==> config.mk <==
export PLATFORM = sky130hd
export DESIGN_NAME = vout_setpoint_dvs_mode_ctrl
export DESIGN_NICKNAME = d
export VERILOG_FILES = /design/src/hw/vout_setpoint_pkg.sv /design/src/hw/ramp_if.sv /design/src/hw/setpoint_ramp.sv /design/src/hw/vout_setpoint_dvs_mode_ctrl.sv
export VERILOG_INCLUDE_DIRS = /design/src /design/src/hw
export SDC_FILE = /design/constraint.sdc
export NUM_CORES = 1
export LEC_CHECK = 0
export BUFFER_PORTS_ARGS = -buffer_cell sky130_fd_sc_hd__buf_2
export CAP_MARGIN = 20
export CELL_PAD_IN_SITES_DETAIL_PLACEMENT = 0
export CELL_PAD_IN_SITES_GLOBAL_PLACEMENT = 1
export CORE_AREA = 2 2 306 308
export DETAILED_ROUTE_END_ITERATION = 6
export DIE_AREA = 0 0 308 310
export HOLD_SLACK_MARGIN = 0.1
export PLACE_DENSITY_LB_ADDON = 0.1
export SYNTH_ARGS = -nofsm -noshare
export SYNTH_HDL_FRONTEND = slang
export SYNTH_SLANG_ARGS = --single-unit
export TNS_END_PERCENT = 20
==> constraint.sdc <==
create_clock -name clk_sys -period 82.7 [get_ports clk_sys]
set_clock_uncertainty 0.2 [all_clocks]
set_input_delay 12.405 -clock clk_sys [delete_from_list [all_inputs] [get_ports clk_sys]]
set_output_delay 12.405 -clock clk_sys [all_outputs]
set_load 0.02 [all_outputs]
==> src/hw/vout_setpoint_defs.svh <==
`ifndef VOUT_SETPOINT_DEFS_SVH
`define VOUT_SETPOINT_DEFS_SVH
// clock rate in kHz (25 MHz)
`define CLK_KHZ            25000
// strap defaults
`define JE_CODE_LOW        8'h50
`define JE_CODE_HIGH       8'h5F
`define JE_ADDR_SHORT_GND  7'h45
`define JE_ADDR_RES_GND    7'h44
`define JE_ADDR_RES_VIN    7'h47
`define JE_ADDR_SHORT_VIN  7'h46
// four-strap steps in 5 mV codes: base 400 mV, 50 mV step, +25 mV, +500 mV
`define STRAP_STEP_CODES   8'h0A
`define STRAP_FINE_CODES   8'h05
`define STRAP_COARSE_CODES 8'h64
// reset defaults
`define SLEW_DEFAULT       2'h2
`define RANGE_DEFAULT      2'h2
// slew rates in uV/us, one per selector value
`define SLEW_UV_US_0       10000
`define SLEW_UV_US_1       5000
`define SLEW_UV_US_2       1250
`define SLEW_UV_US_3       500
// range step sizes in uV
`define STEP_UV_0          1250
`define STEP_UV_1          2500
`define STEP_UV_2          5000
// spread spectrum: +-10 percent sweep
`define SPREAD_PCT         10
`endif

==> src/hw/vout_setpoint_pkg.sv <==
package vout_setpoint_pkg;
   typedef enum logic [1:0] {ST_OFF, ST_SOFTSTART, ST_RUN, ST_RAMP} phase_e;
   typedef logic [7:0] code_t;
endpackage

==> src/hw/ramp_if.sv <==
`timescale 1ns/1ns
// ramp generator link between control and stepper
interface ramp_if;
   logic [7:0]  target;
   logic [15:0] interval;
   logic        load;
   logic [7:0]  current;
   logic        busy;
   modport ctrl (output target, output interval, output load, input current, input busy);
   modport gen  (input target, input interval, input load, output current, output busy);
endinterface

==> src/hw/setpoint_ramp.sv <==
`timescale 1ns/1ns
`include "vout_setpoint_defs.svh"
// steps the internal setpoint one code per interval toward its target
module setpoint_ramp (
   input  wire logic clk_sys,
   input  wire logic rst,
   ramp_if.gen       rp
);
   logic [15:0] tick;
   logic [7:0]  goal;

   // -------------------------------------------------------------
   // stepper
   // -------------------------------------------------------------
   // latch goal, step one code each interval
   always_ff @(posedge clk_sys or posedge rst) begin
      if (rst) begin
         goal       <= 8'h00;
         rp.current <= 8'h00;
         tick       <= 16'h0000;
      end else if (rp.load) begin
         goal <= rp.target;
         tick <= 16'h0000;
      end else if (goal != rp.current) begin
         if (tick >= rp.interval) begin
            tick <= 16'h0000;
            if (goal > rp.current) begin
               rp.current <= rp.current + 8'h01;
            end else begin
               rp.current <= rp.current - 8'h01;
            end
         end else begin
            tick <= tick + 16'h0001;
         end
      end else begin
         tick <= 16'h0000;
      end
   end

   assign rp.busy = rp.load || (goal != rp.current);
endmodule

==> src/hw/vout_setpoint_dvs_mode_ctrl.sv <==
`timescale 1ns/1ns
`include "vout_setpoint_defs.svh"
module vout_setpoint_dvs_mode_ctrl #(
   parameter int SYNC_MAX_GAP = 64,    // cycles without sync edge before clock deemed lost
   parameter int SYNC_MIN_EDGES = 4,   // edges counted before the next rising edge calls sync clock valid
   parameter int SPREAD_STEPS = 64,    // triangle half-period in steps
   parameter int SOFTSTART_CYCLES = 25000
) (
   input  wire logic       clk_sys,
   input  wire logic       rst,
   input  wire logic       enable,
   input  wire logic       single_strap_variant,
   input  wire logic [1:0] single_strap_select,
   input  wire logic [1:0] strap_pin_a,
   input  wire logic [1:0] strap_pin_b,
   input  wire logic       strap_fine_offset,
   input  wire logic       strap_coarse_offset,
   input  wire logic [7:0] setpoint_code,
   input  wire logic       setpoint_write,
   input  wire logic [1:0] range_select,
   input  wire logic [1:0] softstart_time_sel,
   input  wire logic [1:0] slew_rate_sel,
   input  wire logic       droop_enable,
   input  wire logic [7:0] droop_offset,
   input  wire logic [7:0] load_level,
   input  wire logic       forced_pwm_bit,
   input  wire logic       spread_enable,
   input  wire logic       secondary_mode,
   input  wire logic       mode_sync,
   output logic [7:0]      output_target_code,
   output logic [1:0]      active_range,
   output logic [1:0]      active_softstart_time,
   output logic [6:0]      i2c_address,
   output logic            voltage_transition,
   output logic            softstart_active,
   output logic            forced_pwm,
   output logic            sync_locked,
   output logic            switch_clock_ext,
   output logic            spread_spectrum,
   output logic signed [7:0] spread_offset_pct,
   output logic [7:0]      droop_target_code
);
   ramp_if rp ();
   vout_setpoint_pkg::phase_e phase;
   logic [7:0]  defaultCode;
   logic [6:0]  next_addr;
   logic [7:0]  pendingCode;
   logic [1:0]  pendingRange;
   logic [1:0]  pendingSs;
   logic        pendingSet;
   logic        strapTaken;
   logic        enablePrev;
   logic [1:0]  slewActive;
   logic [31:0] ssCount;
   logic [31:0] next_interval;

   // -------------------------------------------------------------
   // strap decode
   // -------------------------------------------------------------
   // straps: 0 short gnd, 1 res gnd, 2 res vin, 3 short vin
   // straps must settle before reset release
   always_comb begin
      unique case (single_strap_select)
         2'h0: next_addr = `JE_ADDR_SHORT_GND;
         2'h1: next_addr = `JE_ADDR_RES_GND;
         2'h2: next_addr = `JE_ADDR_RES_VIN;
         2'h3: next_addr = `JE_ADDR_SHORT_VIN;
      endcase
      if (single_strap_variant) begin
         defaultCode = (single_strap_select == 2'h3) ? `JE_CODE_HIGH : `JE_CODE_LOW;
      end else begin
         defaultCode = 8'({strap_pin_a, strap_pin_b}) * `STRAP_STEP_CODES
                     + (strap_fine_offset ? `STRAP_FINE_CODES : 8'h00)
                     + (strap_coarse_offset ? `STRAP_COARSE_CODES : 8'h00);
      end
   end

   // capture address once after reset release
   always_ff @(posedge clk_sys or posedge rst) begin
      if (rst) begin
         i2c_address <= 7'h00;
         strapTaken  <= 1'b0;
      end else if (!strapTaken) begin
         i2c_address <= next_addr;
         strapTaken  <= 1'b1;
      end
   end

   // -------------------------------------------------------------
   // pending settings
   // -------------------------------------------------------------
   // host writes stored; range/ss only go live via setpoint write
   always_ff @(posedge clk_sys or posedge rst) begin
      if (rst) begin
         pendingCode  <= 8'h00;
         pendingRange <= `RANGE_DEFAULT;
         pendingSs    <= 2'h0;
         pendingSet   <= 1'b0;
      end else if (setpoint_write) begin
         pendingCode  <= setpoint_code;
         pendingRange <= range_select;
         pendingSs    <= softstart_time_sel;
         pendingSet   <= 1'b1;
      end
   end

   // -------------------------------------------------------------
   // sequencing
   // -------------------------------------------------------------
   // off -> soft-start -> run; applies pending values only when idle
   always_ff @(posedge clk_sys or posedge rst) begin
      if (rst) begin
         phase                 <= vout_setpoint_pkg::ST_OFF;
         enablePrev            <= 1'b0;
         rp.target             <= 8'h00;
         rp.load               <= 1'b0;
         active_range          <= `RANGE_DEFAULT;
         active_softstart_time <= 2'h0;
         slewActive            <= `SLEW_DEFAULT;
         ssCount               <= 32'h0;
         softstart_active      <= 1'b0;
         voltage_transition    <= 1'b0;
      end else begin
         enablePrev <= enable;
         rp.load    <= 1'b0;
         unique case (phase)
            vout_setpoint_pkg::ST_OFF: begin
               softstart_active   <= 1'b0;
               voltage_transition <= 1'b0;
               if (enable && !enablePrev) begin
                  slewActive <= slew_rate_sel;
                  active_softstart_time <= pendingSs;
                  if (pendingSet) begin
                     rp.target    <= pendingCode;
                     active_range <= pendingRange;
                  end else begin
                     rp.target <= defaultCode;
                  end
                  rp.load          <= 1'b1;
                  ssCount          <= 32'h0;
                  softstart_active <= 1'b1;
                  phase            <= vout_setpoint_pkg::ST_SOFTSTART;
               end
            end

            vout_setpoint_pkg::ST_SOFTSTART: begin
               // target frozen here; new writes wait
               if (!enable) begin
                  phase <= vout_setpoint_pkg::ST_OFF;
               end else if (!rp.busy && ssCount >= 32'(SOFTSTART_CYCLES)) begin
                  softstart_active <= 1'b0;
                  phase            <= vout_setpoint_pkg::ST_RUN;
               end else begin
                  ssCount <= ssCount + 32'h1;
               end
            end

            vout_setpoint_pkg::ST_RUN: begin
               if (!enable) begin
                  phase <= vout_setpoint_pkg::ST_OFF;
               end else if (pendingSet && (pendingCode != rp.target
                            || pendingRange != active_range)) begin
                  rp.target          <= pendingCode;
                  active_range       <= pendingRange;
                  active_softstart_time <= pendingSs;
                  slewActive         <= slew_rate_sel;
                  rp.load            <= 1'b1;
                  voltage_transition <= 1'b1;
                  phase              <= vout_setpoint_pkg::ST_RAMP;
               end
            end

            vout_setpoint_pkg::ST_RAMP: begin
               // further writes held until ramp done
               if (!enable) begin
                  phase <= vout_setpoint_pkg::ST_OFF;
               end else if (!rp.busy) begin
                  voltage_transition <= 1'b0;
                  phase              <= vout_setpoint_pkg::ST_RUN;
               end
            end
         endcase
      end
   end

   // -------------------------------------------------------------
   // ramp interval
   // -------------------------------------------------------------
   // cycles per code = step_uV * kHz / (slew_uV_us * 1000)
   // truncated interval: slew slightly fast
   function automatic logic [31:0] step_uv(input logic [1:0] r);
      unique case (r)
         2'h0: step_uv = `STEP_UV_0;
         2'h1: step_uv = `STEP_UV_1;
         default: step_uv = `STEP_UV_2;
      endcase
   endfunction

   function automatic logic [31:0] slew_uv(input logic [1:0] s);
      unique case (s)
         2'h0: slew_uv = `SLEW_UV_US_0;
         2'h1: slew_uv = `SLEW_UV_US_1;
         2'h2: slew_uv = `SLEW_UV_US_2;
         2'h3: slew_uv = `SLEW_UV_US_3;
      endcase
   endfunction

   always_comb begin
      next_interval = (step_uv(active_range) * (`CLK_KHZ / 1000))
                    / slew_uv(slewActive);
   end

   assign rp.interval = (next_interval == 32'h0) ? 16'h0000 : 16'(next_interval - 32'h1);

   setpoint_ramp ramper (
      .clk_sys (clk_sys),
      .rst     (rst),
      .rp      (rp)
   );

   // code out of stepper; voltage = 0.4 V + code * step of active_range
   always_ff @(posedge clk_sys or posedge rst) begin
      if (rst) begin
         output_target_code <= 8'h00;
      end else begin
         output_target_code <= rp.current;
      end
   end

   // -------------------------------------------------------------
   // droop
   // -------------------------------------------------------------
   // offset swings from +droop at no load to -droop at full load
   logic [8:0] droopSpan;
   logic [8:0] droopCode;
   logic       droopLow;

   // a span beyond code plus offset would wrap, so it floors at zero
   always_comb begin
      droopSpan = 9'((17'({1'b0, droop_offset}) * 17'({load_level, 1'b0})) >> 8);
      droopCode = 9'({1'b0, rp.current}) + 9'({1'b0, droop_offset}) - droopSpan;
      droopLow  = ({1'b0, rp.current} + {1'b0, droop_offset}) < droopSpan;
   end

   always_ff @(posedge clk_sys or posedge rst) begin
      if (rst) begin
         droop_target_code <= 8'h00;
      end else if (droop_enable) begin
         droop_target_code <= droopLow ? 8'h00
                            : droopCode[8] ? 8'hFF : droopCode[7:0];
      end else begin
         droop_target_code <= rp.current;
      end
   end

   // -------------------------------------------------------------
   // mode / sync
   // -------------------------------------------------------------
   logic        syncPrev;
   logic [15:0] syncGap;
   logic [3:0]  syncEdges;
   // detect a toggling clock on the mode pin
   // a static level never locks
   always_ff @(posedge clk_sys or posedge rst) begin
      if (rst) begin
         syncPrev    <= 1'b0;
         syncGap     <= 16'h0000;
         syncEdges   <= 4'h0;
         sync_locked <= 1'b0;
      end else begin
         syncPrev <= mode_sync;
         if (mode_sync && !syncPrev) begin
            syncGap <= 16'h0000;
            if (syncEdges != 4'(SYNC_MIN_EDGES)) begin
               syncEdges <= syncEdges + 4'h1;
            end else begin
               sync_locked <= 1'b1;
            end
         end else if (syncGap >= 16'(SYNC_MAX_GAP)) begin
            syncEdges   <= 4'h0;
            sync_locked <= 1'b0;
         end else begin
            syncGap <= syncGap + 16'h0001;
         end
      end
   end

   assign forced_pwm = mode_sync || forced_pwm_bit || sync_locked;
   assign switch_clock_ext = sync_locked || secondary_mode;

   // -------------------------------------------------------------
   // spread spectrum
   // -------------------------------------------------------------
   assign spread_spectrum = spread_enable && forced_pwm && !switch_clock_ext;

   logic [15:0] triPos;
   logic        triDown;
   // triangle sweep of -10..+10 percent
   // sweep restarts low on every enable
   always_ff @(posedge clk_sys or posedge rst) begin
      if (rst) begin
         triPos            <= 16'h0000;
         triDown           <= 1'b0;
         spread_offset_pct <= 8'sh00;
      end else if (!spread_spectrum) begin
         triPos            <= 16'h0000;
         triDown           <= 1'b0;
         spread_offset_pct <= 8'sh00;
      end else begin
         if (!triDown) begin
            triPos  <= triPos + 16'h0001;
            triDown <= (triPos == 16'(SPREAD_STEPS - 1));
         end else begin
            triPos  <= triPos - 16'h0001;
            triDown <= (triPos != 16'h0001);
         end
         spread_offset_pct <= 8'((32'(triPos) * 32'(2 * `SPREAD_PCT)) / 32'(SPREAD_STEPS))
                            - 8'(`SPREAD_PCT);
      end
   end
endmodule

**Word level (Yosys, flattened, before mapping)**

Index checks and enable logic that the tools add are counted.

- Div/mod/pow operators: 1
- $add $sub $neg: 14
- Bitwise logic cells: 1
- Muxes and demuxes: 70
- Equal/unequal tests: 31
- Reduce and logical (&&, ||, !) cells: 33
- $mul: 4
- Order comparisons: 5

Operator list:

| operator | count |
|---|---|
| $mux W16 | 8 |
| $pmux W32 S4 | 1 |
| $mux W32 | 3 |
| $mux W8 | 10 |
| $pmux W32 S2 | 1 |
| $add A16 B1 Y16 const B | 3 |
| $mux W2 | 17 |
| $add A32 B1 Y32 const B | 1 |
| $div A32 B32 Y32 | 1 |
| $ge A32 B15 Y1 const B | 1 |
| $logic_not A32 Y1 | 1 |
| $mul A32 B5 Y32 const B | 1 |
| $sub A16 B1 Y16 const B | 2 |
| $pmux W7 S4 | 1 |
| $pmux W13 S2 | 1 |
| $ne A2 B2 Y1 const B | 11 |
| $eq A16 B6 Y1 const B | 1 |
| $ge A16 B16 Y1 | 1 |
| $ge A16 B7 Y1 const B | 1 |
| $mul A16 B3 Y12 const B | 1 |
| $mul A8 B8 Y16 | 1 |
| $mux W4 | 4 |
| $ne A16 B1 Y1 const B | 1 |
| $ne A8 B8 Y1 | 2 |
| 36 further kinds | 84 |

- Flip-flop bits (word level): 168
- Output and inout bits: 41

**Logic depth before layout (Yosys ltp)**

Gate-level depths: netlist of the first run.

- Depth in word-level cells: 10
- Depth in mapped cells: 345
- Depth with buffers taken out: 306

**Cells and area by module**

Synthesis of the first run repeated with hierarchy kept, for this count alone.

- Cells, all modules: 4306
- Area, all modules: 32047.0 um2

Modules (own cells, without submodules):

| module | area an instance (um2) | cells each | instances | sequential area each (um2) |
|---|---|---|---|---|
| vout_setpoint_dvs_mode_ctrl | 29848.6 | 4080 | 1 | 3306.9 |
| setpoint_ramp | 2198.4 | 226 | 1 | 800.8 |

**Worst setup path before layout of the first run**

OpenSTA, ideal clock, no wires.

- Path type: register -> register
- From: register slewActive[0]
- To: register ramper.rp.current[2]
- Path slack: 20.600 ns
- Path buffers: 37
- Period minus slack after synthesis: 62.100 ns
- Arrival: 61.768 ns
- Stages on the path, launching flop included: 324
- Cells stage by stage: dfrtp_1 > inv_1 > ha_1 > buf_2 > clkinv_1 > buf_1 > ha_1 > ha_1 > nand2_1 > nand3_1 > a21oi_1 > ha_1 > or4b_1 > nor4_1 > a21oi_1 > o31ai_4 > ha_1 > nor4b_1 > (+288 left out) > nand2b_1 > a21oi_1 > nor2b_1 > o21ai_0 > nand2b_1 > a21oi_1 > nor2b_1 > o21ai_0 > nand2b_1 > a21oi_1 > nor2b_1 > o21ai_0 > nand2b_1 > a21oi_1 > nor3_1 > clkbuf_1 > nand2_1 > o21ai_0

- Cells in the longest elaborated chain, start to end: 7
- Elaborated cells between the ends (all ways): 11
- Classes of those cells: 1 x add/sub; 1 x div; 1 x order compare; 3 x eq/ne; 2 x mux; 3 x reduce/logical

RTL lines:

| element | RTL line | RTL |
|---|---|---|
| start: declaration | vout_setpoint_dvs_mode_ctrl.sv:53 | `logic [1:0] slewActive;` |
| start signal: assignment | vout_setpoint_dvs_mode_ctrl.sv:119 | `` slewActive <= `SLEW_DEFAULT; `` |
| start signal: assignment | vout_setpoint_dvs_mode_ctrl.sv:131 | `slewActive <= slew_rate_sel;` |
| start signal: assignment | vout_setpoint_dvs_mode_ctrl.sv:166 | `slewActive <= slew_rate_sel;` |
| $eq A2 B2 Y1, or another cell as far along | vout_setpoint_dvs_mode_ctrl.sv:200 | `unique case (s)` |
| $pmux W32 S4 * | vout_setpoint_dvs_mode_ctrl.sv:200 |  |
| $div A32 B32 Y32 * | vout_setpoint_dvs_mode_ctrl.sv:209 | `` next_interval = (step_uv(active_range) * (`CLK_KHZ / 1000)) `` |
| $sub A16 B1 Y16 / $logic_not A32 Y1 (equally long branches) | vout_setpoint_dvs_mode_ctrl.sv:213 | `assign rp.interval = (next_interval == 32'h0) ? 16'h0000 : 16'(next_interval - 32'h1);` |
| $mux W16 * | vout_setpoint_dvs_mode_ctrl.sv:213 |  |
| $ge A16 B16 Y1 * | setpoint_ramp.sv:25 | `if (tick >= rp.interval) begin` |
| $reduce_and A3 Y1 (no line) * | n/a |  |
| end signal: assignment | setpoint_ramp.sv:28 | `rp.current <= rp.current + 8'h01;` |
| end signal: assignment | setpoint_ramp.sv:30 | `rp.current <= rp.current - 8'h01;` |
| end: declaration | ramp_if.sv:10 | `modport gen (input target, input interval, input load, output current, output busy);` |

Mark *: on every way between the ends. The rest lies on a longest branch, timed or not. The select of a mux whose other input is x is not followed.
A chain may end at the register's enable or synchronous reset.

**Final worst setup path of the first run**

- From: register slewActive[0]
- To: register ramper.tick[7]

- Cells in the longest elaborated chain, start to end: 9
- Elaborated cells between the ends (all ways): 13
- Classes of those cells: 1 x add/sub; 1 x div; 1 x order compare; 3 x eq/ne; 5 x mux; 2 x reduce/logical

RTL lines:

| element | RTL line | RTL |
|---|---|---|
| $eq A2 B2 Y1, or another cell as far along | vout_setpoint_dvs_mode_ctrl.sv:200 |  |
| $pmux W32 S4 * | vout_setpoint_dvs_mode_ctrl.sv:200 |  |
| $div A32 B32 Y32 * | vout_setpoint_dvs_mode_ctrl.sv:209 |  |
| $sub A16 B1 Y16 / $logic_not A32 Y1 (equally long branches) | vout_setpoint_dvs_mode_ctrl.sv:213 |  |
| $mux W16 * | vout_setpoint_dvs_mode_ctrl.sv:213 |  |
| $ge A16 B16 Y1 * | setpoint_ramp.sv:25 |  |
| $mux W16 * | setpoint_ramp.sv:25 |  |
| $mux W16 * | setpoint_ramp.sv:24 | `end else if (goal != rp.current) begin` |
| $mux W16 * | setpoint_ramp.sv:21 | `end else if (rp.load) begin` |
| end signal: assignment | setpoint_ramp.sv:33 | `tick <= tick + 16'h0001;` |
| end: declaration | setpoint_ramp.sv:9 | `logic [15:0] tick;` |

Marks and branches as above.

==> results of run 1 <==
## worst paths after layout
kind                            depth (start not counted)                 start                    end
worst min-delay path                                    0  ramper.rp.current[2]  output_target_code[2]
max in group asynchronous                               4                   rst             triPos[11]
worst max-delay path                                  290         slewActive[0]         ramper.tick[7]
worst max register to register                        290         slewActive[0]         ramper.tick[7]
min in group asynchronous                               2                   rst         i2c_address[2]
worst min register to register                          0  ramper.rp.current[2]  output_target_code[2]
## logic make-up (layout without fill, tap and decap cells)
logic type / after synthesis / after routing / share of synthesized area, %
AO/OA/AOI/OAI: 1360 / 1360 / 29.21
adder cells (fa/ha/maj): 349 / 349 / 14.61
XOR/XNOR: 300 / 300 / 8.305
multiplexers: 103 / 103 / 3.448
other: 2 / 5 / 0.02344
flip-flops: 164 / 164 / 12.82
AND/OR/NAND/NOR: 1651 / 1651 / 26.87
buffers and inverters: 349 / 353 / 4.709
## metal layers
| metal | vias to the layer above | part of all wire (%) | track usage, % |
|---|---|---|---|
| met5 | - | 0.010 | 0 |
| met4 | 2 | 3.2 | 8.383 |
| met3 | 221 | 4.7 | 2.370 |
| met2 | 1008 | 46 | 43.77 |
| met1 | 16077 | 46 | 35.78 |
| li1 | 15942 | - | - |
## state kept, by name (all words and copies together) (netlist names), 2 cells and up
name and cells:
i2c_address 3, syncEdges 4, active_range 2, droop_target_code 8
pendingSs 2, active_softstart_time 2, ramper.rp.current 8, slewActive 2
syncGap 16, pendingCode 8, ramper.tick 16, output_target_code 8
phase 2, spread_offset_pct 8, triPos 16, ssCount 32
rp.target 8, pendingRange 2, ramper.goal 8
## metrics by stage
step | util, % | hold slack, ns | area (sq um) | worst slack, ns
3_3_place_gp | 36.33 | 0.2690 | 33600 | 13.65
6_report | 37.05 | 0.2650 | 34270 | 10.56
5_1_grt | 37.05 | 0.2854 | 34270 | 4.606
4_1_cts | 37.00 | 0.2832 | 34220 | 11.69
3_5_place_dp | 36.34 | 0.2641 | 33610 | 11.89
2_1_floorplan | - | 0.2030 | 32050 | 20.60
## cell usage after synthesis (52+ instances only)
| cell type | number | area (sq um) |
|---|---|---|
| dfrtp_1 | 161 | 4029 |
| inv_1 | 169 | 634.4 |
| o21ai_0 | 218 | 1091 |
| nand3_1 | 132 | 660.6 |
| xnor2_1 | 188 | 1647 |
| a31oi_1 | 85 | 531.8 |
| and3_1 | 67 | 419.2 |
| o31ai_1 | 66 | 495.5 |
| a21o_1 | 87 | 653.1 |
| nand4_1 | 63 | 394.1 |
| and2_1 | 93 | 581.8 |
| clkbuf_1 | 91 | 341.6 |
| nor2_1 | 385 | 1445 |
| nor3_1 | 119 | 595.6 |
| nand2_1 | 375 | 1408 |
| o21a_1 | 71 | 533.0 |
| ha_1 | 307 | 3841 |
| a21oi_1 | 334 | 1672 |
| nor2b_1 | 55 | 344.1 |
| nand2b_1 | 73 | 456.7 |
| mux2_2 | 52 | 585.6 |
| xor2_1 | 109 | 954.7 |
## worst max-delay path: cells and delay by family (launching register included)
kind | cells | cell delay [ns]
AO/OA/AOI/OAI | 131 | 30.51
multiplexers | 6 | 2.40
AND/OR/NAND/NOR | 114 | 26.84
buffers and inverters | 11 | 2.18
adder cells (fa/ha/maj) | 28 | 9.23
flip-flops | 1 | 0.49
## cell type report
class	instances	area [sq um]	share of cell area (%)
Multi-Input combinational cell	3767	26480	77.25
Clock buffer	21	460.4	1.344
Tap cell	1197	1498	4.370
Timing Repair Buffer	143	900.9	2.629
Sequential cell	164	4108	11.99
Antenna cell	1	2.502	0.007302
Clock inverter	11	151.4	0.4418
Inverter	178	675.6	1.971
==> results by group, run 1 <==
CTS
  • Clock sink count: 164
  • CTS buffer count: 17
  • CTS Hold Buffers Added: 0
  • Clock Tree Root: clkbuf_16
  • H-tree levels: 4
  • Clock insertion delay at the later pin of the skew report: ~0.44 ns
  • CTS tree: built
  • CTS clock-pin slew for the worst setup and hold paths: around 0.070 ns
  • Setup Buffers After CTS: 0
  • CTS max path bufs: 2
  • Post-cts sizing count: 0

Timing
  • Total negative slack: 0 ns
  • Fin. max-slew vios: 0
  • Slew headroom: a little over a quarter
  • RSZ-0062 raised after global routing: no
  • Final Hold Vio Count: 0
  • Worst-Margin Slew: ~1.1 ns
  • Final period util: between 80 and 90%
  • # setup viols final: 0
  • Tmin final: around 72 ns
  • F_max: about 14 MHz

Yosys
  • Yosys cell types: around 150
  • Post-synth EDFFs: 0
  • Seq cells post-synth: around 160
  • Top_reg_cell synth: dfrtp_1
  • Synthesized area per cell: around 7.5 sq um
  • Netlist Area Pre-Place: 0.03205 sq mm
  • Mapped Cells: 4278
  • Post-synth ARST share: 100.0%
  • Ys Warns: 0
  • Seq/Total Area, Yosys: around an eighth

Placement
  • GPL Wtd Cong: 0.9476
  • Placed wire-length estimate: 99320 um
  • Port Buffers: 85
  • Placed Instances: around 5.4k

Global route
  • Initial antenna violation count: 1
  • Overall Global Routing Usage: a little over a quarter
  • First-pass GRT wire length: about 200000 um
  • Largest net degree at the start of global routing: 90
  • GRT overflow: 0
  • Vias in the first global route: ~32k

Routing
  • Post-DRT Antenna Nets: 0
  • Wire length per cell: about 23 um
  • Vias: ~33k
  • Initial DRC Count: approximately 2.7k
  • Via-per-instance ratio: about 6
  • Routed WL: ~130000 um
  • Drt drc: 0
  • Pre-Repair DR Iteration Count: 6

Die
  • Die area: around 0.095 sq mm
  • Initial core utilization: between 30% and 40%
  • Core box area: 0.09249 sq mm
  • # rows: between 100 and 150
  • I/O pin cnt: 89
  • Die Y-Extent: 310 um
  • Die W: between 300 and 400 um

Setup path
  • Worst reg2reg setup slack: around 11 ns
  • CP required: around 83 ns
  • CP Launch Type: register
  • Worst Path Max Fanout: 28
  • Crit-path most repeated cell: ha_1
  • Max stage delay cell, worst path: or4b_1
  • CP Capture Type: register
  • Crit path DAT: 72.29 ns
  • Slowest cell delay on critical path: 0.97 ns
  • CP Class: reg2reg

Finish
  • Final #Nets: roughly 4.7k
  • Finished Layout Cells: 5482
  • Share of cells above drive strength 1: a little under a tenth
  • Most frequent cells in the layout: nor2_1, nand2_1, a21oi_1
  • Synth-to-layout area growth: 6.946%
  • Most common cell after layout, fill and taps aside: nor2_1
  • Fillers: 9971

Run
  • Max Cap Viol: 0

Outcome
  • Status: finished clean

Hold path
  • Hold Crit Class: reg2reg
Power of run 1 is not shown: default switching activity piles up to over one toggle a cycle in this logic, so the estimate is an artifact.
==> run 2: changes to the inputs <==
--- a/config.mk
+++ b/config.mk
@@ -7,14 +7,15 @@
 export NUM_CORES = 1
 export LEC_CHECK = 0
 export BUFFER_PORTS_ARGS = -buffer_cell sky130_fd_sc_hd__buf_2
-export CAP_MARGIN = 20
+export CAP_MARGIN = 25
 export CELL_PAD_IN_SITES_DETAIL_PLACEMENT = 0
 export CELL_PAD_IN_SITES_GLOBAL_PLACEMENT = 1
-export CORE_AREA = 2 2 306 308
+export CORE_AREA = 2 2 322 293
 export DETAILED_ROUTE_END_ITERATION = 6
-export DIE_AREA = 0 0 308 310
+export DIE_AREA = 0 0 324 295
 export HOLD_SLACK_MARGIN = 0.1
 export PLACE_DENSITY_LB_ADDON = 0.1
+export RECOVER_POWER = 100
 export SYNTH_ARGS = -nofsm -noshare
 export SYNTH_HDL_FRONTEND = slang
 export SYNTH_SLANG_ARGS = --single-unit
==> run 2 against run 1 <==
Effect of this change: sequential share of layout area hardly changed; hold slack got worse by 0.0048 ns; die area increased by 0.10%; register-to-register slack got worse by 1.5 ns; global-route usage is 0.77 points lower; critical endpoint is now ramper.tick[9]; non-clock buffer count did not move; the run now ends with design-rule violations, max-capacitance violations, max-slew violations left.
==> results by group, run 2 (synthesis results as in run 1) <==
Timing
  • Slew headroom: -136.7%
  • Total negative slack: 0 ns
  • F_max: around 14 MHz
  • # setup viols final: 0
  • Fin. max-slew vios: 184
  • Tmin final: about 74 ns
  • Final period util: around nine tenths
  • RSZ-0062 raised after global routing: no
  • Worst-Margin Slew: 3.551 ns
  • Final Hold Vio Count: 0
  • Final hold slack: between 0.2 and 0.3 ns

Placement
  • Port Buffers: between 80 and 90
  • Placed wire-length estimate: just under 100000 um
  • Dpl cell area: approximately 0.034 sq mm
  • GPL Wtd Cong: 0.9229

Routing
  • Vias: around 33k
  • Initial DRC Count: 2885
  • Pre-Repair DR Iteration Count: 7
  • Routed WL: 124200 um
  • Via-per-instance ratio: 6.013
  • Post-DRT Antenna Nets: 0
  • Drt drc: 2
  • Wire length per cell: around 22 um

Setup path
  • Crit-path most repeated cell: o21ai_0
  • CP Capture Type: register
  • Crit path DAT: 73.76 ns
  • CP Launch Type: register
  • Delay-heaviest family, CP: compound AO/OA/AOI/OAI gates
  • Worst Path Max Fanout: 42
  • CP required: between 80 and 90 ns
  • CP Class: reg2reg
  • Max stage delay cell, worst path: a21boi_0
  • Buf+Inv Stages, Crit Path: 13
  • Slowest cell delay on critical path: approximately 1.6 ns

CTS
  • Clock Tree Root: clkbuf_16
  • Post-cts sizing count: 0
  • Clock insertion delay at the later pin of the skew report: 0.43 ns
  • Clock sink count: approximately 160
  • CTS clock-pin slew for the worst setup and hold paths: ~0.06 ns
  • CTS Hold Buffers Added: 0
  • H-tree levels: 4
  • CTS max path bufs: 2
  • Setup Buffers After CTS: 0
  • CTS tree: built
  • CTS buffer count: 17

Finish
  • Share of cells above drive strength 1: under 10%
  • Synth-to-layout area growth: 6.532%
  • Fillers: roughly 9.8k
  • Most frequent cells in the layout: nor2_1, nand2_1, a21oi_1
  • Most common cell after layout, fill and taps aside: nor2_1
  • Largest Register: ssCount
  • Post-layout util: a little under two fifths
  • Final #Nets: between 4k and 5k
  • Max reg flops: 32
  • Fin area: approximately 0.034 sq mm
  • Final antenna diode count: 0

Die
  • Die W: between 300 and 400 um
  • # rows: ~110
  • Core box area: ~0.092 sq mm
  • Die area: roughly 0.096 sq mm
  • I/O pin cnt: 89
  • Initial core utilization: between 30% and 40%
  • Die Y-Extent: ~300 um

Hold path
  • Hold Crit Class: reg2reg

Outcome
  • Failing checks: design-rule violations, max-capacitance violations, max-slew violations
  • Status: finished, violations left

Run
  • Max Cap Viol: 4

Global route
  • First-pass GRT wire length: about 190000 um
  • Initial antenna violation count: 2
  • Vias in the first global route: between 30k and 40k
  • GRT overflow: 0
  • Overall Global Routing Usage: between 20% and 30%
  • Largest net degree at the start of global routing: 68
==> run 2: worst paths after layout <==
kind	start	to	slack [ns]	cells past startpoint
setup / recovery	slewActive[0]	ramper.tick[9]	9.10	291
hold / removal	ramper.rp.current[3]	output_target_code[3]	0.26	0
setup reg to reg	slewActive[0]	ramper.tick[9]	9.10	291
hold reg to reg	ramper.rp.current[3]	output_target_code[3]	0.26	0
max in group asynchronous	rst	triPos[3]	63.77	4
min in group asynchronous	rst	output_target_code[7]	12.23	2
==> run 2: final cells by class <==
cell class / count / area [sq um] / share of cell area [%]
multi-input cells: 3767 / 26460 / 77.50
repair buffers: 143 / 787.0 / 2.305
flip-flops and latches: 164 / 4108 / 12.03
clock inverters: 10 / 107.6 / 0.3152
clock buffers: 22 / 454.2 / 1.330
well taps: 1242 / 1554 / 4.552
inverters: 178 / 671.9 / 1.968
==> run 2: routing by layer <==
metal  wire length (um)  vias up  track usage [%]
met4               2850        4            5.996
li1                   -    15952                -
met5                 14        -                0
met1              59920    15972            37.49
met2              54150     1122            39.61
met3               7219      176            2.781
==> run 2: stage by stage <==
| stage | cells | setup WS, ns |
|---|---|---|
| after floorplan | 4280 | 20.60 |
| after global placement | 5491 | 13.60 |
| after detailed placement | 5493 | 11.94 |
| after CTS | 5525 | 11.73 |
| after global routing | 5526 | 2.026 |
| final | 5526 | 9.101 |
Power of run 2 is left out for the same reason.
